**config.mk**
```make
export PLATFORM = sky130hd
export DESIGN_NAME = rist_sequencer
export DESIGN_NICKNAME = d
export VERILOG_FILES = /design/src/hdl/rist_pkg.sv /design/src/hdl/rist_sequencer.sv /design/src/hdl/rist_port_watch.sv /design/src/hdl/rist_rom_loader.sv
export SDC_FILE = /design/constraint.sdc
export NUM_CORES = 1
export LEC_CHECK = 0
export ABC_AREA = 1
export BUFFER_PORTS_ARGS = -buffer_cell sky130_fd_sc_hd__buf_2
export CORE_ASPECT_RATIO = 1.1
export CORE_MARGIN = 2
export CORE_UTILIZATION = 48
export CTS_CLUSTER_DIAMETER = 100
export DETAILED_ROUTE_END_ITERATION = 10
export GPL_TIMING_DRIVEN = 1
export PLACE_DENSITY_LB_ADDON = 0.2
export REMOVE_ABC_BUFFERS = 1
export SYNTH_ARGS = -nofsm -noshare
export SYNTH_HDL_FRONTEND = slang
export SYNTH_HIERARCHICAL = 1
export SYNTH_SLANG_ARGS = --single-unit
```
**constraint.sdc**
```tcl
create_clock -name pclk -period 1.7 [get_ports pclk]
set_input_delay 0.51 -clock pclk [delete_from_list [all_inputs] [get_ports pclk]]
set_output_delay 0.51 -clock pclk [all_outputs]
set_load 0.02 [all_outputs]
```
**src/hdl/rist_pkg.sv**
```systemverilog
package rist_pkg;
    // apb byte offsets
    localparam logic [7:0] SWITCH_CONTROL_OFS = 8'h00;
    localparam logic [7:0] SWITCH_STATUS_OFS  = 8'h04;
    localparam logic [7:0] SERIAL_STATUS_OFS  = 8'h08;
    localparam logic [7:0] ROM_ACCESS_OFS     = 8'h0c;
    localparam logic [7:0] IRQ_STATUS_OFS     = 8'h10;
    localparam logic [7:0] IRQ_MASK_OFS       = 8'h14;
    localparam logic [7:0] PORT_STATE_OFS     = 8'h18;
    // field positions
    localparam int HALT_BIT      = 0;
    localparam int DONE_BIT      = 0;
    localparam int ERR_LSB       = 1;
    localparam int PHASE_LSB     = 4;
    // interrupt events
    localparam int IRQ_LOAD_DONE = 0;
    localparam int IRQ_LOAD_ERR  = 1;
    localparam int IRQ_TRAIN_END = 2;
    localparam int IRQ_RUNNING   = 3;
    localparam int IRQ_W         = 4;
    // modes needing eeprom setup
    localparam logic [3:0] MODE_EEPROM = 4'h1;
    localparam int         FAIL_LIMIT  = 16;
    localparam logic [31:0] RESET_WORD = 32'h0000_0000;
    typedef enum logic [2:0] {SQ_IDLE, SQ_LOAD, SQ_TRAIN, SQ_HALT, SQ_RUN} rist_state_t;
endpackage

```
**src/hdl/rist_sequencer.sv**
```systemverilog
// Design decisions made here: the APB register port and the register addresses.
module rist_sequencer
    import rist_pkg::*;
#(
    parameter int NPORTS = 5
)(
    // clock and reset
    input  wire logic              pclk,
    input  wire logic              presetn,
    // apb slave
    input  wire logic              psel,
    input  wire logic              penable,
    input  wire logic              pwrite,
    input  wire logic [7:0]        paddr,
    input  wire logic [31:0]       pwdata,
    output logic                   pready,
    output logic [31:0]            prdata,
    output logic                   pslverr,
    // straps and halt pin
    input  wire logic [3:0]        op_mode_straps,
    input  wire logic              reset_halt_pin,
    // eeprom stream
    input  wire logic              rom_valid,
    input  wire logic              rom_last,
    input  wire logic [2:0]        rom_err,
    input  wire logic [7:0]        rom_addr,
    input  wire logic [31:0]       rom_data,
    // port link status
    input  wire logic [NPORTS-1:0] port_trained,
    input  wire logic [NPORTS-1:0] port_no_partner,
    input  wire logic [NPORTS-1:0] port_compliance,
    input  wire logic [NPORTS-1:0] port_ts1_seen,
    input  wire logic [NPORTS-1:0] port_detect_entry,
    // outputs to the device core
    output logic [NPORTS-1:0]      cfg_retry_only,
    output logic                   core_reset_n,
    output logic                   normal_op,
    output logic                   irq
);
    rist_state_t       state;
    logic [3:0]        mode;
    logic              strap_taken;
    logic              halt_ctl;
    logic              halt_sts;
    logic              done_flag;
    logic [2:0]        err_info;
    logic [31:0]       rom_access;
    logic [IRQ_W-1:0]  irq_sts;
    logic [IRQ_W-1:0]  irq_mask;
    logic [IRQ_W-1:0]  events;
    logic [NPORTS-1:0] port_done;
    logic [NPORTS-1:0] port_ok;
    logic              ld_wr, ld_busy, ld_fin, ld_err;
    logic [7:0]        ld_addr;
    logic [31:0]       ld_data;
    logic [2:0]        ld_code;
    logic              wr_acc;
    logic              load_start;
    logic              train_clear;

    function automatic logic needs_rom(input logic [3:0] m);
        return m == MODE_EEPROM;
    endfunction

    assign wr_acc      = psel && penable && pwrite;
    assign load_start  = state == SQ_IDLE && strap_taken && needs_rom(mode);
    assign train_clear = state == SQ_IDLE;

    rist_rom_loader u_loader (
        .pclk     (pclk),
        .presetn  (presetn),
        .start    (load_start),
        .rom_valid(rom_valid),
        .rom_last (rom_last),
        .rom_err  (rom_err),
        .rom_addr (rom_addr),
        .rom_data (rom_data),
        .wr_en    (ld_wr),
        .wr_addr  (ld_addr),
        .wr_data  (ld_data),
        .busy     (ld_busy),
        .fin      (ld_fin),
        .err      (ld_err),
        .err_code (ld_code)
    );

    for (genvar p = 0; p < NPORTS; p++)
    begin : g_port
        rist_port_watch u_watch (
            .pclk        (pclk),
            .presetn     (presetn),
            .clear       (train_clear),
            .trained     (port_trained[p]),
            .no_partner  (port_no_partner[p]),
            .compliance  (port_compliance[p]),
            .ts1_seen    (port_ts1_seen[p]),
            .detect_entry(port_detect_entry[p]),
            .done        (port_done[p]),
            .ready_ok    (port_ok[p])
        );
    end

    ////////////////////////////////////////////////////////////////////////
    // straps caught one clock after reset release
    always_ff @(posedge pclk or negedge presetn)
    begin
        if (!presetn)
        begin
            mode        <= 4'h0;
            strap_taken <= 1'b0;
        end
        else if (!strap_taken)
        begin
            mode        <= op_mode_straps;
            strap_taken <= 1'b1;
        end
    end

    ////////////////////////////////////////////////////////////////////////
    // sequencer
    always_ff @(posedge pclk or negedge presetn)
    begin
        if (!presetn)
            state <= SQ_IDLE;
        else
        begin
            case (state)
                SQ_IDLE:
                    if (strap_taken)
                        state <= needs_rom(mode) ? SQ_LOAD : SQ_TRAIN;
                SQ_LOAD:
                    if (ld_fin)
                        state <= SQ_TRAIN;
                // halt checked only when training ends, after the load if the mode has one
                SQ_TRAIN:
                    if (&port_done)
                        state <= (halt_ctl || halt_sts) ? SQ_HALT : SQ_RUN;
                SQ_HALT:
                    if (!halt_ctl && !halt_sts)
                        state <= SQ_RUN;
                SQ_RUN:
                    state <= SQ_RUN;
                default:
                    state <= SQ_IDLE;
            endcase
        end
    end

    ////////////////////////////////////////////////////////////////////////
    // core control; core in reset, trained ports retry-only until run
    always_ff @(posedge pclk or negedge presetn)
    begin
        if (!presetn)
        begin
            core_reset_n   <= 1'b0;
            normal_op      <= 1'b0;
            cfg_retry_only <= '0;
        end
        else
        begin
            core_reset_n <= state == SQ_RUN;
            normal_op    <= state == SQ_RUN;
            if (state == SQ_RUN)
                cfg_retry_only <= '0;
            else
                cfg_retry_only <= port_ok;
        end
    end

    ////////////////////////////////////////////////////////////////////////
    // control registers
    always_ff @(posedge pclk or negedge presetn)
    begin
        if (!presetn)
        begin
            halt_ctl   <= 1'b0;
            halt_sts   <= 1'b0;
            done_flag  <= 1'b0;
            err_info   <= 3'h0;
            rom_access <= RESET_WORD;
            irq_mask   <= '0;
        end
        else
        begin
            // load error sets halt; agent write clears it
            if (ld_err)
                halt_ctl <= 1'b1;
            else if (wr_acc && paddr == SWITCH_CONTROL_OFS)
                halt_ctl <= pwdata[HALT_BIT];
            else if (ld_wr && ld_addr == SWITCH_CONTROL_OFS)
                halt_ctl <= ld_data[HALT_BIT];
            // pin sets status halt in idle, load and train only; write-one clears it
            if (reset_halt_pin && state != SQ_RUN && state != SQ_HALT)
                halt_sts <= 1'b1;
            else if (wr_acc && paddr == SWITCH_STATUS_OFS && pwdata[HALT_BIT])
                halt_sts <= 1'b0;
            if (ld_fin)
                done_flag <= 1'b1;
            if (ld_err)
                err_info <= ld_code;
            if (wr_acc && paddr == ROM_ACCESS_OFS)
                rom_access <= pwdata;
            else if (ld_wr && ld_addr == ROM_ACCESS_OFS)
                rom_access <= ld_data;
            if (wr_acc && paddr == IRQ_MASK_OFS)
                irq_mask <= pwdata[IRQ_W-1:0];
        end
    end

    ////////////////////////////////////////////////////////////////////////
    // interrupts, set wins over write-one-clear
    // bit 3 pulses on the first run cycle, before normal_op follows
    assign events = {state == SQ_RUN && !normal_op, &port_done && state == SQ_TRAIN,
                     ld_err, ld_fin};

    always_ff @(posedge pclk or negedge presetn)
    begin
        if (!presetn)
        begin
            irq_sts <= '0;
            irq     <= 1'b0;
        end
        else
        begin
            if (wr_acc && paddr == IRQ_STATUS_OFS)
                irq_sts <= (irq_sts & ~pwdata[IRQ_W-1:0]) | events;
            else
                irq_sts <= irq_sts | events;
            irq <= |(irq_sts & irq_mask);
        end
    end

    ////////////////////////////////////////////////////////////////////////
    // apb: one wait-free access, read data set up during setup
    always_ff @(posedge pclk or negedge presetn)
    begin
        if (!presetn)
        begin
            prdata  <= 32'h0000_0000;
            pslverr <= 1'b0;
            pready  <= 1'b0;
        end
        else
        begin
            pready  <= psel && !penable;
            pslverr <= 1'b0;
            if (psel && !penable)
            begin
                prdata <= 32'h0000_0000;
                if (paddr == SWITCH_CONTROL_OFS)
                    prdata[HALT_BIT] <= halt_ctl;
                else if (paddr == SWITCH_STATUS_OFS)
                    prdata <= {25'h0, state, 3'h0, halt_sts};
                else if (paddr == SERIAL_STATUS_OFS)
                    prdata[3:0] <= {err_info, done_flag};
                else if (paddr == ROM_ACCESS_OFS)
                    prdata <= rom_access;
                else if (paddr == IRQ_STATUS_OFS)
                    prdata[IRQ_W-1:0] <= irq_sts;
                else if (paddr == IRQ_MASK_OFS)
                    prdata[IRQ_W-1:0] <= irq_mask;
                else if (paddr == PORT_STATE_OFS)
                    prdata[NPORTS-1:0] <= port_done;
                else
                    pslverr <= 1'b1;
            end
        end
    end

    halt_hold_a: assert property (@(posedge pclk) disable iff (!presetn)
        (state == SQ_HALT && halt_ctl) |=> state == SQ_HALT) else $error("left halt early");
    err_halt_a: assert property (@(posedge pclk) disable iff (!presetn)
        ld_err |=> (halt_ctl && done_flag && err_info == $past(ld_code)))
        else $error("error not recorded");
    order_a: assert property (@(posedge pclk) disable iff (!presetn)
        (state == SQ_TRAIN) |-> !ld_busy) else $error("train wait during load");
    run_a: assert property (@(posedge pclk) disable iff (!presetn)
        (state == SQ_RUN) |=> (normal_op && core_reset_n)) else $error("run not signalled");
    core_a: assert property (@(posedge pclk) disable iff (!presetn)
        (state == SQ_HALT) |=> !core_reset_n) else $error("core out of reset while halted");
    pin_a: assert property (@(posedge pclk) disable iff (!presetn)
        (reset_halt_pin && state == SQ_TRAIN) |=> halt_sts) else $error("pin halt lost");
    done_a: assert property (@(posedge pclk) disable iff (!presetn)
        ld_fin |=> done_flag) else $error("done flag missing");
    retry_a: assert property (@(posedge pclk) disable iff (!presetn)
        (state == SQ_TRAIN && !port_ok[0]) |=> !cfg_retry_only[0]) else $error("retry bad");
endmodule // rist_sequencer

```
**src/hdl/rist_port_watch.sv**
```systemverilog
module rist_port_watch
    import rist_pkg::*;
#(
    parameter int LIMIT = FAIL_LIMIT
)(
    // clock and reset
    input  wire logic pclk,
    input  wire logic presetn,
    input  wire logic clear,
    // link state from the port
    input  wire logic trained,
    input  wire logic no_partner,
    input  wire logic compliance,
    input  wire logic ts1_seen,
    input  wire logic detect_entry,
    // result
    output logic      done,
    output logic      ready_ok
);
    logic [4:0] fail_cnt;
    logic       ts1_this_try;

    always_ff @(posedge pclk or negedge presetn)
    begin
        if (!presetn)
        begin
            fail_cnt     <= 5'h00;
            ts1_this_try <= 1'b0;
        end
        else if (clear || trained)
        begin
            fail_cnt     <= 5'h00;
            ts1_this_try <= 1'b0;
        end
        else if (detect_entry)
        begin
            if (ts1_this_try && fail_cnt < 5'(LIMIT))
                fail_cnt <= fail_cnt + 5'h01;
            else if (!ts1_this_try)
                fail_cnt <= 5'h00;
            ts1_this_try <= 1'b0;
        end
        else if (ts1_seen)
            ts1_this_try <= 1'b1;
    end

    always_ff @(posedge pclk or negedge presetn)
    begin
        if (!presetn)
        begin
            done     <= 1'b0;
            ready_ok <= 1'b0;
        end
        else if (clear)
        begin
            done     <= 1'b0;
            ready_ok <= 1'b0;
        end
        else
        begin
            if (trained || no_partner || compliance || fail_cnt >= 5'(LIMIT))
                done <= 1'b1;
            ready_ok <= trained;
        end
    end

    count_a: assert property (@(posedge pclk) disable iff (!presetn)
        fail_cnt <= 5'(LIMIT)) else $error("fail count overran");
    end_a: assert property (@(posedge pclk) disable iff (!presetn)
        (!clear && fail_cnt == 5'(LIMIT)) |=> done) else $error("failure not ended");
endmodule // rist_port_watch

```
**src/hdl/rist_rom_loader.sv**
```systemverilog
module rist_rom_loader
    import rist_pkg::*;
(
    // clock and reset
    input  wire logic        pclk,
    input  wire logic        presetn,
    input  wire logic        start,
    // eeprom word stream from master smbus
    input  wire logic        rom_valid,
    input  wire logic        rom_last,
    input  wire logic [2:0]  rom_err,
    input  wire logic [7:0]  rom_addr,
    input  wire logic [31:0] rom_data,
    // register update and result
    output logic             wr_en,
    output logic [7:0]       wr_addr,
    output logic [31:0]      wr_data,
    output logic             busy,
    output logic             fin,
    output logic             err,
    output logic [2:0]       err_code
);
    always_ff @(posedge pclk or negedge presetn)
    begin
        if (!presetn)
        begin
            busy <= 1'b0;
            fin <= 1'b0;
            err <= 1'b0;
            err_code <= 3'h0;
            wr_en <= 1'b0;
            wr_addr <= 8'h00;
            wr_data <= 32'h0000_0000;
        end
        else
        begin
            fin   <= 1'b0;
            err   <= 1'b0;
            wr_en <= 1'b0;
            if (start)
                busy <= 1'b1;
            else if (busy && rom_err != 3'h0)
            begin
                busy     <= 1'b0;
                err      <= 1'b1;
                fin      <= 1'b1;
                err_code <= rom_err;
            end
            else if (busy && rom_valid)
            begin
                wr_en   <= 1'b1;
                wr_addr <= rom_addr;
                wr_data <= rom_data;
                if (rom_last)
                begin
                    busy <= 1'b0;
                    fin  <= 1'b1;
                end
            end
        end
    end

    abort_a: assert property (@(posedge pclk) disable iff (!presetn)
        (busy && !start && rom_err != 3'h0) |=> (err && fin && !busy && !wr_en))
        else $error("error did not abort");
endmodule // rist_rom_loader

```
==> results of run 1 <==
-- metrics by stage --
| stage | area [µm²] | utilization, % | cells |
|---|---|---|---|
| 2_1_floorplan | 8340 | - | 968 |
| 3_3_place_gp | 10000 | 57.1 | 1423 |
| 3_5_place_dp | 10000 | 57.1 | 1423 |
| 4_1_cts | 10600 | 60.5 | 1456 |
| 5_1_grt | 10600 | 60.7 | 1457 |
| 6_report | 10600 | 60.7 | 1458 |
-- Yosys cell counts, types with 9 or more instances --
master                     number  area (µm²)
sky130_fd_sc_hd__nand3_2       15         150
sky130_fd_sc_hd__o21ai_0       48         240
sky130_fd_sc_hd__o211ai_1      19         143
sky130_fd_sc_hd__inv_1        120         450
sky130_fd_sc_hd__nand3_1      100         500
sky130_fd_sc_hd__nand2_1      276        1040
sky130_fd_sc_hd__buf_2          9        45.0
sky130_fd_sc_hd__nand4_1       13        81.3
sky130_fd_sc_hd__nand2_2        9        56.3
sky130_fd_sc_hd__dfrtp_1      182        4550
sky130_fd_sc_hd__nor2_1        82         308
sky130_fd_sc_hd__inv_2         10        37.5
sky130_fd_sc_hd__o21ai_1       14        70.1
sky130_fd_sc_hd__a21oi_1       15        75.1
-- power groups by stage --
stage          clock, mW  combinational (mW)  sequential [mW]
2_1_floorplan          0                1.51             5.70
3_3_place_gp           0                2.43             5.72
3_5_place_dp           0                2.50             5.74
4_1_cts             4.03                2.51             5.67
5_1_grt             4.20                2.86             5.76
6_report            3.93                2.50             5.67
-- layer usage --
metal  part of all wire, %  wire [µm]  vias up
li1                      -          -     3613
met1                    43       8960     3388
met2                    50      10200      162
met3                   4.7        973       35
met4                   2.1        439        4
met5                  0.11         23        -
-- cell usage in the layout (no fill, tap or decap), types with 5 or more instances in the layout --
| master | synthesis | final |
|---|---|---|
| sky130_fd_sc_hd__clkbuf_16 | 0 | 17 |
| sky130_fd_sc_hd__o21ai_1 | 14 | 14 |
| sky130_fd_sc_hd__nor2_1 | 82 | 82 |
| sky130_fd_sc_hd__dfrtp_1 | 182 | 182 |
| sky130_fd_sc_hd__nand2_2 | 9 | 10 |
| sky130_fd_sc_hd__nor2_4 | 8 | 8 |
| sky130_fd_sc_hd__nand3_2 | 15 | 15 |
| sky130_fd_sc_hd__buf_12 | 0 | 12 |
| sky130_fd_sc_hd__ha_1 | 5 | 5 |
| sky130_fd_sc_hd__a21oi_1 | 15 | 15 |
| sky130_fd_sc_hd__nand4_1 | 13 | 13 |
| sky130_fd_sc_hd__nand3_1 | 100 | 100 |
| sky130_fd_sc_hd__buf_2 | 9 | 160 |
| sky130_fd_sc_hd__o21bai_1 | 5 | 5 |
| sky130_fd_sc_hd__inv_1 | 120 | 120 |
| sky130_fd_sc_hd__buf_4 | 8 | 42 |
| sky130_fd_sc_hd__o211ai_1 | 19 | 19 |
| sky130_fd_sc_hd__nand2_1 | 276 | 275 |
| sky130_fd_sc_hd__o211ai_2 | 8 | 8 |
| sky130_fd_sc_hd__clkinv_4 | 0 | 5 |
| sky130_fd_sc_hd__nor2_2 | 8 | 8 |
| sky130_fd_sc_hd__inv_2 | 10 | 10 |
| sky130_fd_sc_hd__nand2_4 | 8 | 7 |
| sky130_fd_sc_hd__o21ai_0 | 48 | 48 |
-- sequential cells by signal (all words and copies together) (netlist names), 4 cells and up --
register	count
cfg_retry_only	5
g_port.u_watch/done	5
g_port.u_watch/fail_cnt	25
g_port.u_watch/ready_ok	5
g_port.u_watch/ts1_this_try	5
irq_mask	4
irq_sts	4
mode	4
prdata	32
rom_access	32
u_loader/wr_addr	8
u_loader/wr_data	32
-- worst max path at each step --
| stage | startpoint | end | slack, ps |
|---|---|---|---|
| floorplan | paddr[7] | rom_access[0] | -540 |
| global placement | paddr[7] | prdata[3] | -70 |
| detailed placement | paddr[7] | rom_access[10] | -100 |
| CTS | state[1] | u_loader/wr_data[26] | 60 |
| global route | mode[0] | u_loader/wr_data[26] | 7 |
| finish | state[1] | u_loader/wr_data[26] | 140 |
-- what timing repair did --
action	CTS	global route
gates resized for setup	0	5
hold endpoints to repair	16	0
hold buffers	1	0
setup endpoints to repair	0	35
-- cell type report --
type	count	area share (%)
antenna	2	0.0470
clock buffer	19	4.16
clock inverter	13	1.39
inverter	131	4.63
multi-input combinational	655	31.0
sequential	182	42.8
tap	238	2.80
timing repair buffer	218	13.2
-- kinds of logic after synthesis --
group                      share of synthesized area, %
AOI/OAI and AO/OA                                  9.21
buffers and inverters                              8.19
other                                            0.0439
adders and majority gates                         0.732
and+or+nand+nor                                    28.5
DFF                                                53.3
==> out/summary.md, run 1 <==
* **CP Cell Sequence** nor2_1, nand2_2, nor3_2, buf_4, nor2_4, nand2_8, buf_12, nand2_1, nand2_1
* **fill cell count** 1578
* **sequential cell area fraction in the yosys report** 53.3%
* **pwr dens** 1140 nW/µm²
* **portion of the clock cycle consumed by the worst path in the final layout** 92.0%
* **routed via count divided by cell count** 4.94
* **Worst Path Max Fanout** 16
* **GR peak layer** met2
* **global router's overall resource usage** 23.1%
* **row count** 51
* **Sequential cell area** 4550 µm²
* **leakage power of the design** 5.52 nW
* **Remaining DRCs** 0
* **area of the core region** 17500 µm²
* **sum of routed wire length over all layers** 20.6 mm
* **worst-skew pair later-pin latency** 420 ps
* **number of sinks handled by clock tree synthesis** 182
* **final worst-path setup slack** 136 ps
* **Critical Path Sink Type** flop
* **maximum frequency from static timing analysis** 639 MHz
* **total power consumption of the routed design** 12.1 mW
* **GR Overflow Total** 0
* **netlist area before placement** 8540 µm²
* **Setup CP Type** flop to flop
* **antenna violation net count after detailed routing** 0
* **Post-Route Setup TNS** 0 ps
* **clock root buffer** sky130_fd_sc_hd__clkbuf_16
* **peak supply drop** 0.766 mV
* **end point of the worst hold path** g_port[1].u_watch/ts1_this_try
* **placer's final routability congestion estimate** 0.937
* **overall die height** 144 µm
* **router iterations before antenna repair** 5
* **routed length per instance** 14.2 µm
* **Placement Setup Slack** -101 ps
* **buffers and inverters on the worst path** 2
* **post-synthesis to final-layout area growth** 24.6%
* **area taken by multi-input logic gates** 3310 µm²
* **number of distinct library cells after synthesis** 38
* **sequential share of power** 46.9%
* **Port Buffers** 161
* **Slowest-stage cell, CP** sky130_fd_sc_hd__dfrtp_1
* **endpoints failing setup** 0
* **clock-pin slew of the registers on the worst-case setup and hold paths** 60 ps
* **worst path required time** 2050 ps
* **count of flip-flops with a built-in enable after synthesis** 0
* **Sw Ratio** 31.1%
* **Net Sw Power** 3.76 mW
* **overall via count from detail_route** 7202
* **initial DRC count** 320
* **CTS buffer count** 17
* **die footprint** 18900 µm²
* **number of cells traversed by the worst hold path** 2
* **die width** 131 µm
* **TritonCTS clock tree** yes
* **clock group share of total power** 32.5%
* **Synth async-reset ratio** 100%
* **most instantiated flip-flop cell in the synthesis netlist** sky130_fd_sc_hd__dfrtp_1
* **synthesis-stage register bit count** 182
* **mean instance size in the synthesized netlist** 8.56 µm²
* **capture instance of the worst register-to-register path** u_loader/wr_data[26]
* **proportion of layout cells with a drive suffix above 1** 26.7%
* **Final Hold Vio Count** 0
* **Critical Path Stages** 9
* **final net count** 1330
* **max capacitance violation total** 0
* **met3 routing resource usage after global routing** 4.59%
* **estimated wirelength of the detail-placed design** 15.5 mm
* **Internal Dissipation** 8.34 mW
* **synthesized instance count** 998
* **flop-to-flop setup slack** 140 ps
* **count of pins over their slew limit** 0
* **Worst R2R Start** state[1]
* **Yosys warning count** 6
* **buffers inserted by post-CTS timing repair** 0
* **delay contributed by the slowest stage of the critical path** 400 ps
* **largest net degree at the start of global routing** 50
* **initial core utilization** 48.7%
* **class of the worst hold path** input port to flop
* **antenna violations before repair** 4
* **via count of the first global-routing pass** 7113
* **number of I/O pins** 162
* **CP top delay family** simple AND/OR/NAND/NOR gates
* **combinational group share of total power** 20.7%
* **fin crit period** 1560 ps
* **signal arrival time at the worst endpoint** 1920 ps
* **Clock Tree Buf Depth** 2
* **met2 GRT Util** 39.5%
* **most prevalent standard cell on the critical path** sky130_fd_sc_hd__nand2_1
* **global-route met1 utilization** 29.5%
* **status** finished clean
* **clk_skew** 9.00 ps
* **min-delay src** port_detect_entry[1]
* **R2R depth** 9
* **wire length of the first global-routing pass** 34.7 mm
* **Startpoint Class** flop
* **setup repair after global routing missed its margin** no
* **maximum level of the CTS H-tree** 4
* **worst hold slack** 271 ps
(Power assumes the default switching activity.)
==> run 2: changes to the inputs <==
--- a/config.mk
+++ b/config.mk
@@ -13,6 +13,7 @@
 export CTS_CLUSTER_DIAMETER = 100
 export DETAILED_ROUTE_END_ITERATION = 10
 export GPL_TIMING_DRIVEN = 1
+export MAX_ROUTING_LAYER = met4
 export PLACE_DENSITY_LB_ADDON = 0.2
 export REMOVE_ABC_BUFFERS = 1
 export SYNTH_ARGS = -nofsm -noshare
==> out/summary.md, run 2 (synthesis results as in run 1) <==
* **routed via count divided by cell count** 4.94
* **router iterations before antenna repair** 5
* **most common library cell in the layout ignoring fill and taps** sky130_fd_sc_hd__nand2_1
* **final net count** 1330
* **initial DRC count** 339
* **met1 layer wirelength in the final routing** 9.07 mm
* **Remaining DRCs** 0
* **GR Overflow Total** 0
* **die width** 131 µm
* **clk_skew** 10.2 ps
* **most used cells in the layout excluding fill and tap cells** 275 x sky130_fd_sc_hd__nand2_1, 182 x sky130_fd_sc_hd__dfrtp_1, 160 x sky130_fd_sc_hd__buf_2, 120 x sky130_fd_sc_hd__inv_1, 100 x sky130_fd_sc_hd__nand3_1
* **maximum frequency from static timing analysis** 643 MHz
* **buffers and inverters on the worst path** 2
* **count of pins over their slew limit** 0
* **end point of the worst hold path** g_port[1].u_watch/ts1_this_try
* **flop-to-flop setup slack** 140 ps
* **max capacitance violation total** 0
* **estimated wirelength of the detail-placed design** 15.5 mm
* **clock-pin slew of the registers on the worst-case setup and hold paths** 60 ps
* **die footprint** 18900 µm²
* **CTS buffer count** 17
* **worst-skew pair later-pin latency** 430 ps
* **CP top delay family** simple AND/OR/NAND/NOR gates
* **signal arrival time at the worst endpoint** 1910 ps
* **largest net degree at the start of global routing** 50
* **routed length per instance** 14.2 µm
* **Port Buffers** 161
* **wire length of the first global-routing pass** 34.8 mm
* **placer's final routability congestion estimate** 0.954
* **met3 wire length** 936 µm
* **Critical Path Sink Type** flop
* **area of the core region** 17500 µm²
* **via count of the first global-routing pass** 7097
* **antenna violations before repair** 4
* **maximum level of the CTS H-tree** 4
* **capture instance of the worst register-to-register path** u_loader/wr_data[26]
* **number of I/O pins** 162
* **Post-Route Setup TNS** 0 ps
* **overall die height** 144 µm
* **peak supply drop** 0.767 mV
* **number of sinks handled by clock tree synthesis** 182
* **final worst-path setup slack** 144 ps
* **Setup CP Type** flop to flop
* **Worst Path Max Fanout** 16
* **post-synthesis to final-layout area growth** 24.7%
* **R2R depth** 9
* **initial core utilization** 48.7%
* **portion of the clock cycle consumed by the worst path in the final layout** 91.5%
* **highest metal layer with signal wires** met4
* **min-delay src** port_detect_entry[1]
* **number of cells traversed by the worst hold path** 2
* **endpoints failing setup** 0
* **antenna violation net count after detailed routing** 0
* **Placement Setup Slack** -101 ps
* **proportion of layout cells with a drive suffix above 1** 26.7%
* **row count** 51
* **overall via count from detail_route** 7216
* **largest registers in the final layout** prdata: 32 flops, rom_access: 32 flops, u_loader/wr_data: 32 flops
* **fin crit period** 1560 ps
* **class of the worst hold path** input port to flop
* **leakage power of the design** 5.52 nW
* **most prevalent standard cell on the critical path** sky130_fd_sc_hd__nand2_1
* **Slowest-stage cell, CP** sky130_fd_sc_hd__dfrtp_1
* **Worst R2R Start** state[1]
* **CP Cell Sequence** nor2_1, nand2_2, nor3_2, buf_4, nor2_4, nand2_8, buf_12, nand2_1, nand2_1
* **metal2 WL** 10.2 mm
* **sum of routed wire length over all layers** 20.7 mm
* **end-of-flow core utilization** 60.7%
* **placed cells** 1423
* **pwr dens** 1140 nW/µm²
* **total power consumption of the routed design** 12.1 mW
* **Post-Layout Cell Count** 1460
* **setup repair after global routing missed its margin** no
* **status** finished clean
* **worst path required time** 2050 ps
* **clock root buffer** sky130_fd_sc_hd__clkbuf_16
* **Clock Tree Buf Depth** 2
* **Startpoint Class** flop
* **TritonCTS clock tree** yes
* **Final Hold Vio Count** 0
* **delay contributed by the slowest stage of the critical path** 400 ps
* **global router's overall resource usage** 23.9%
[run 2: changes by cell type in the layout (fill, tap and decap cells not counted), sizes merged]
cell | previous run | this run
diode | 2 | 4
[run 2: worst max-delay path by stage]
stage	start	end	depth (start not counted)
after floorplan	paddr[7]	rom_access[0]	6
after global placement	paddr[7]	prdata[3]	10
after detailed placement	paddr[7]	rom_access[10]	8
after CTS	state[1]	u_loader/wr_data[26]	9
after global routing	mode[0]	u_loader/wr_data[26]	10
final	state[1]	u_loader/wr_data[26]	9
[run 2: metrics by stage]
step,hold WS [ps],cell area (µm²)
floorplan,214,8340
global placement,449,10000
detailed placement,444,10000
CTS,254,10600
global route,258,10700
finish,271,10700
[run 2: timing repair]
action / in CTS / in global routing
gates resized for setup: 0 / 5
endpoints found under the setup margin: 0 / 35
hold endpoints to repair: 16 / 0
hold buffers: 1 / 0
buffers inserted: 0 / 0
[run 2: area by class of cell]
type,count,area [µm²]
Fill cell,1576,6900
Sequential cell,182,4550
Multi-Input combinational cell,655,3310
Timing Repair Buffer,218,1400
Inverter,131,493
Clock buffer,19,443
Tap cell,238,298
Clock inverter,13,148
Antenna cell,4,10.0
[run 2: power breakdown]
group	switching, mW	total (mW)	internal [mW]
combinational	1.54	2.50	0.958
clock	1.72	3.95	2.23
sequential	0.516	5.67	5.16
[run 2: routing by layer]
metal / global-route usage, % / vias up
met1: 30.0 / 3403
met4: 8.35 / 0
met3: 4.37 / 32
met2: 39.4 / 163
li1: - / 3618
met5: - / -
==> run 3: changes to the inputs <==
--- a/config.mk
+++ b/config.mk
@@ -13,8 +13,9 @@
 export CTS_CLUSTER_DIAMETER = 100
 export DETAILED_ROUTE_END_ITERATION = 10
 export GPL_TIMING_DRIVEN = 1
+export HOLD_SLACK_MARGIN = 0.1
 export MAX_ROUTING_LAYER = met4
-export PLACE_DENSITY_LB_ADDON = 0.2
+export PLACE_DENSITY = 0.8
 export REMOVE_ABC_BUFFERS = 1
 export SYNTH_ARGS = -nofsm -noshare
 export SYNTH_HDL_FRONTEND = slang
==> constraint.sdc (replaced) <==
create_clock -name pclk -period 1.8 [get_ports pclk]
set_input_delay 0.54 -clock pclk [delete_from_list [all_inputs] [get_ports pclk]]
set_output_delay 0.54 -clock pclk [all_outputs]
set_load 0.02 [all_outputs]
==> out/summary.md, run 3 (synthesis results as in run 1) <==
* **status** finished clean
* **endpoints failing setup** 0
* **die footprint** 18900 µm²
* **maximum frequency from static timing analysis** 599 MHz
* **final net count** 1308
* **Clock Tree Buf Depth** 2
* **routed length per instance** 14.4 µm
* **Remaining DRCs** 0
* **max capacitance violation total** 0
* **fill cell count** 1486
* **overall die height** 144 µm
* **post-synthesis to final-layout area growth** 22.9%
* **CTS buffer count** 17
* **router iterations before antenna repair** 5
* **peak supply drop** 0.738 mV
* **Sequential cell area** 4550 µm²
* **Startpoint Class** flop
* **worst hold slack** 283 ps
* **clock root buffer** sky130_fd_sc_hd__clkbuf_16
* **Worst Path Max Fanout** 18
* **row count** 51
* **total power consumption of the routed design** 11.5 mW
* **worst-skew pair later-pin latency** 440 ps
* **proportion of layout cells with a drive suffix above 1** 25.3%
* **Critical Path Sink Type** flop
* **number of sinks handled by clock tree synthesis** 182
* **pwr dens** 1100 nW/µm²
* **count of pins over their slew limit** 0
* **area of the core region** 17500 µm²
* **most common library cell in the layout ignoring fill and taps** sky130_fd_sc_hd__nand2_1
* **initial DRC count** 409
* **placed cells** 1400
* **placer's final routability congestion estimate** 0.912
* **fin crit period** 1670 ps
* **TritonCTS clock tree** yes
* **clock-pin slew of the registers on the worst-case setup and hold paths** 70 ps
* **largest registers in the final layout** prdata: 32 flops, rom_access: 32 flops, u_loader/wr_data: 32 flops
* **Port Buffers** 161
* **number of I/O pins** 162
* **antenna violations before repair** 10
* **wire length of the first global-routing pass** 34.2 mm
* **class of the worst hold path** input port to flop
* **overall via count from detail_route** 7326
* **GR Overflow Total** 0
* **Post-Layout Cell Count** 1445
* **antenna violation net count after detailed routing** 0
* **clk_skew** 11.2 ps
* **Setup CP Type** flop to flop
* **maximum level of the CTS H-tree** 4
* **portion of the clock cycle consumed by the worst path in the final layout** 92.8%
* **sum of routed wire length over all layers** 20.9 mm
* **Final Hold Vio Count** 0
* **die width** 131 µm
* **initial core utilization** 48.7%
* **Post-Route Setup TNS** 0 ps
* **via count of the first global-routing pass** 7099
* **routed via count divided by cell count** 5.07
* **largest net degree at the start of global routing** 48
* **setup repair after global routing missed its margin** no
* **estimated wirelength of the detail-placed design** 14.8 mm
* **area taken by multi-input logic gates** 3290 µm²
* **most used cells in the layout excluding fill and tap cells** 276 x sky130_fd_sc_hd__nand2_1, 182 x sky130_fd_sc_hd__dfrtp_1, 160 x sky130_fd_sc_hd__buf_2, 120 x sky130_fd_sc_hd__inv_1, 100 x sky130_fd_sc_hd__nand3_1
* **signal arrival time at the worst endpoint** 2030 ps
* **worst path required time** 2160 ps
* **global router's overall resource usage** 23.5%
* **leakage power of the design** 5.44 nW
run 3: cell type report:
type                    instances  area share [%]
inverters                     131            4.69
clock inverters                15            1.73
diodes                         11           0.262
clock buffers                  17            4.05
repair buffers                196            11.8
flip-flops and latches        182            43.4
multi-input cells             655            31.3
well taps                     238            2.84
run 3: timing repair:
| action | CTS | global route |
|---|---|---|
| buffers inserted | 0 | 0 |
| resized for setup | 0 | 0 |
| hold endpoints to repair | 40 | 0 |
| hold buffers | 1 | 0 |
| setup endpoints to repair | 0 | 1 |
run 3: power by group:
part | internal, mW | switching (mW) | total [mW]
clock network | 2.11 | 1.73 | 3.84
registers | 4.87 | 0.520 | 5.39
logic | 0.863 | 1.44 | 2.31
run 3: routing by layer:
metal | up-vias | part of all wire (%) | track usage, %
met5 | - | 0 | -
met4 | 0 | 3.5 | 10.2
met3 | 52 | 6.9 | 6.10
met2 | 228 | 48 | 38.6
met1 | 3466 | 42 | 27.7
li1 | 3580 | - | -
run 3: worst paths after layout:
check | cells after the start | start | endpoint | slack (ps)
worst max-delay path | 9 | state[0] | u_loader/wr_data[30] | 130
worst min-delay path | 2 | port_detect_entry[4] | g_port[4].u_watch/ts1_this_try | 280
worst max register to register | 9 | state[0] | u_loader/wr_data[30] | 130
worst min register to register | 2 | u_loader/wr_addr[0] | u_loader/wr_addr[0] | 460
max in group asynchronous | 3 | presetn | irq_mask[0] | 630
min in group asynchronous | 2 | presetn | prdata[17] | 610
run 3: worst max-delay path, cell delays in order (launching register included):
cell and delay [ps]:
sky130_fd_sc_hd__dfrtp_1 440, sky130_fd_sc_hd__nor2_1 160, sky130_fd_sc_hd__nand2_1 130, sky130_fd_sc_hd__nor3_1 190, sky130_fd_sc_hd__buf_4 160, sky130_fd_sc_hd__nor2_4 60
sky130_fd_sc_hd__nand2_4 130, sky130_fd_sc_hd__buf_12 180, sky130_fd_sc_hd__nand2_1 60, sky130_fd_sc_hd__nand2_1 80
run 3: through the flow:
stage / area, µm² / util (%) / setup slack (ps)
after floorplan: 8340 / - / -466
after global placement: 9830 / 56.0 / -12.8
after detailed placement: 9830 / 56.0 / -50.3
after CTS: 10500 / 59.6 / 124
after global routing: 10500 / 59.8 / 18.8
final: 10500 / 59.9 / 130
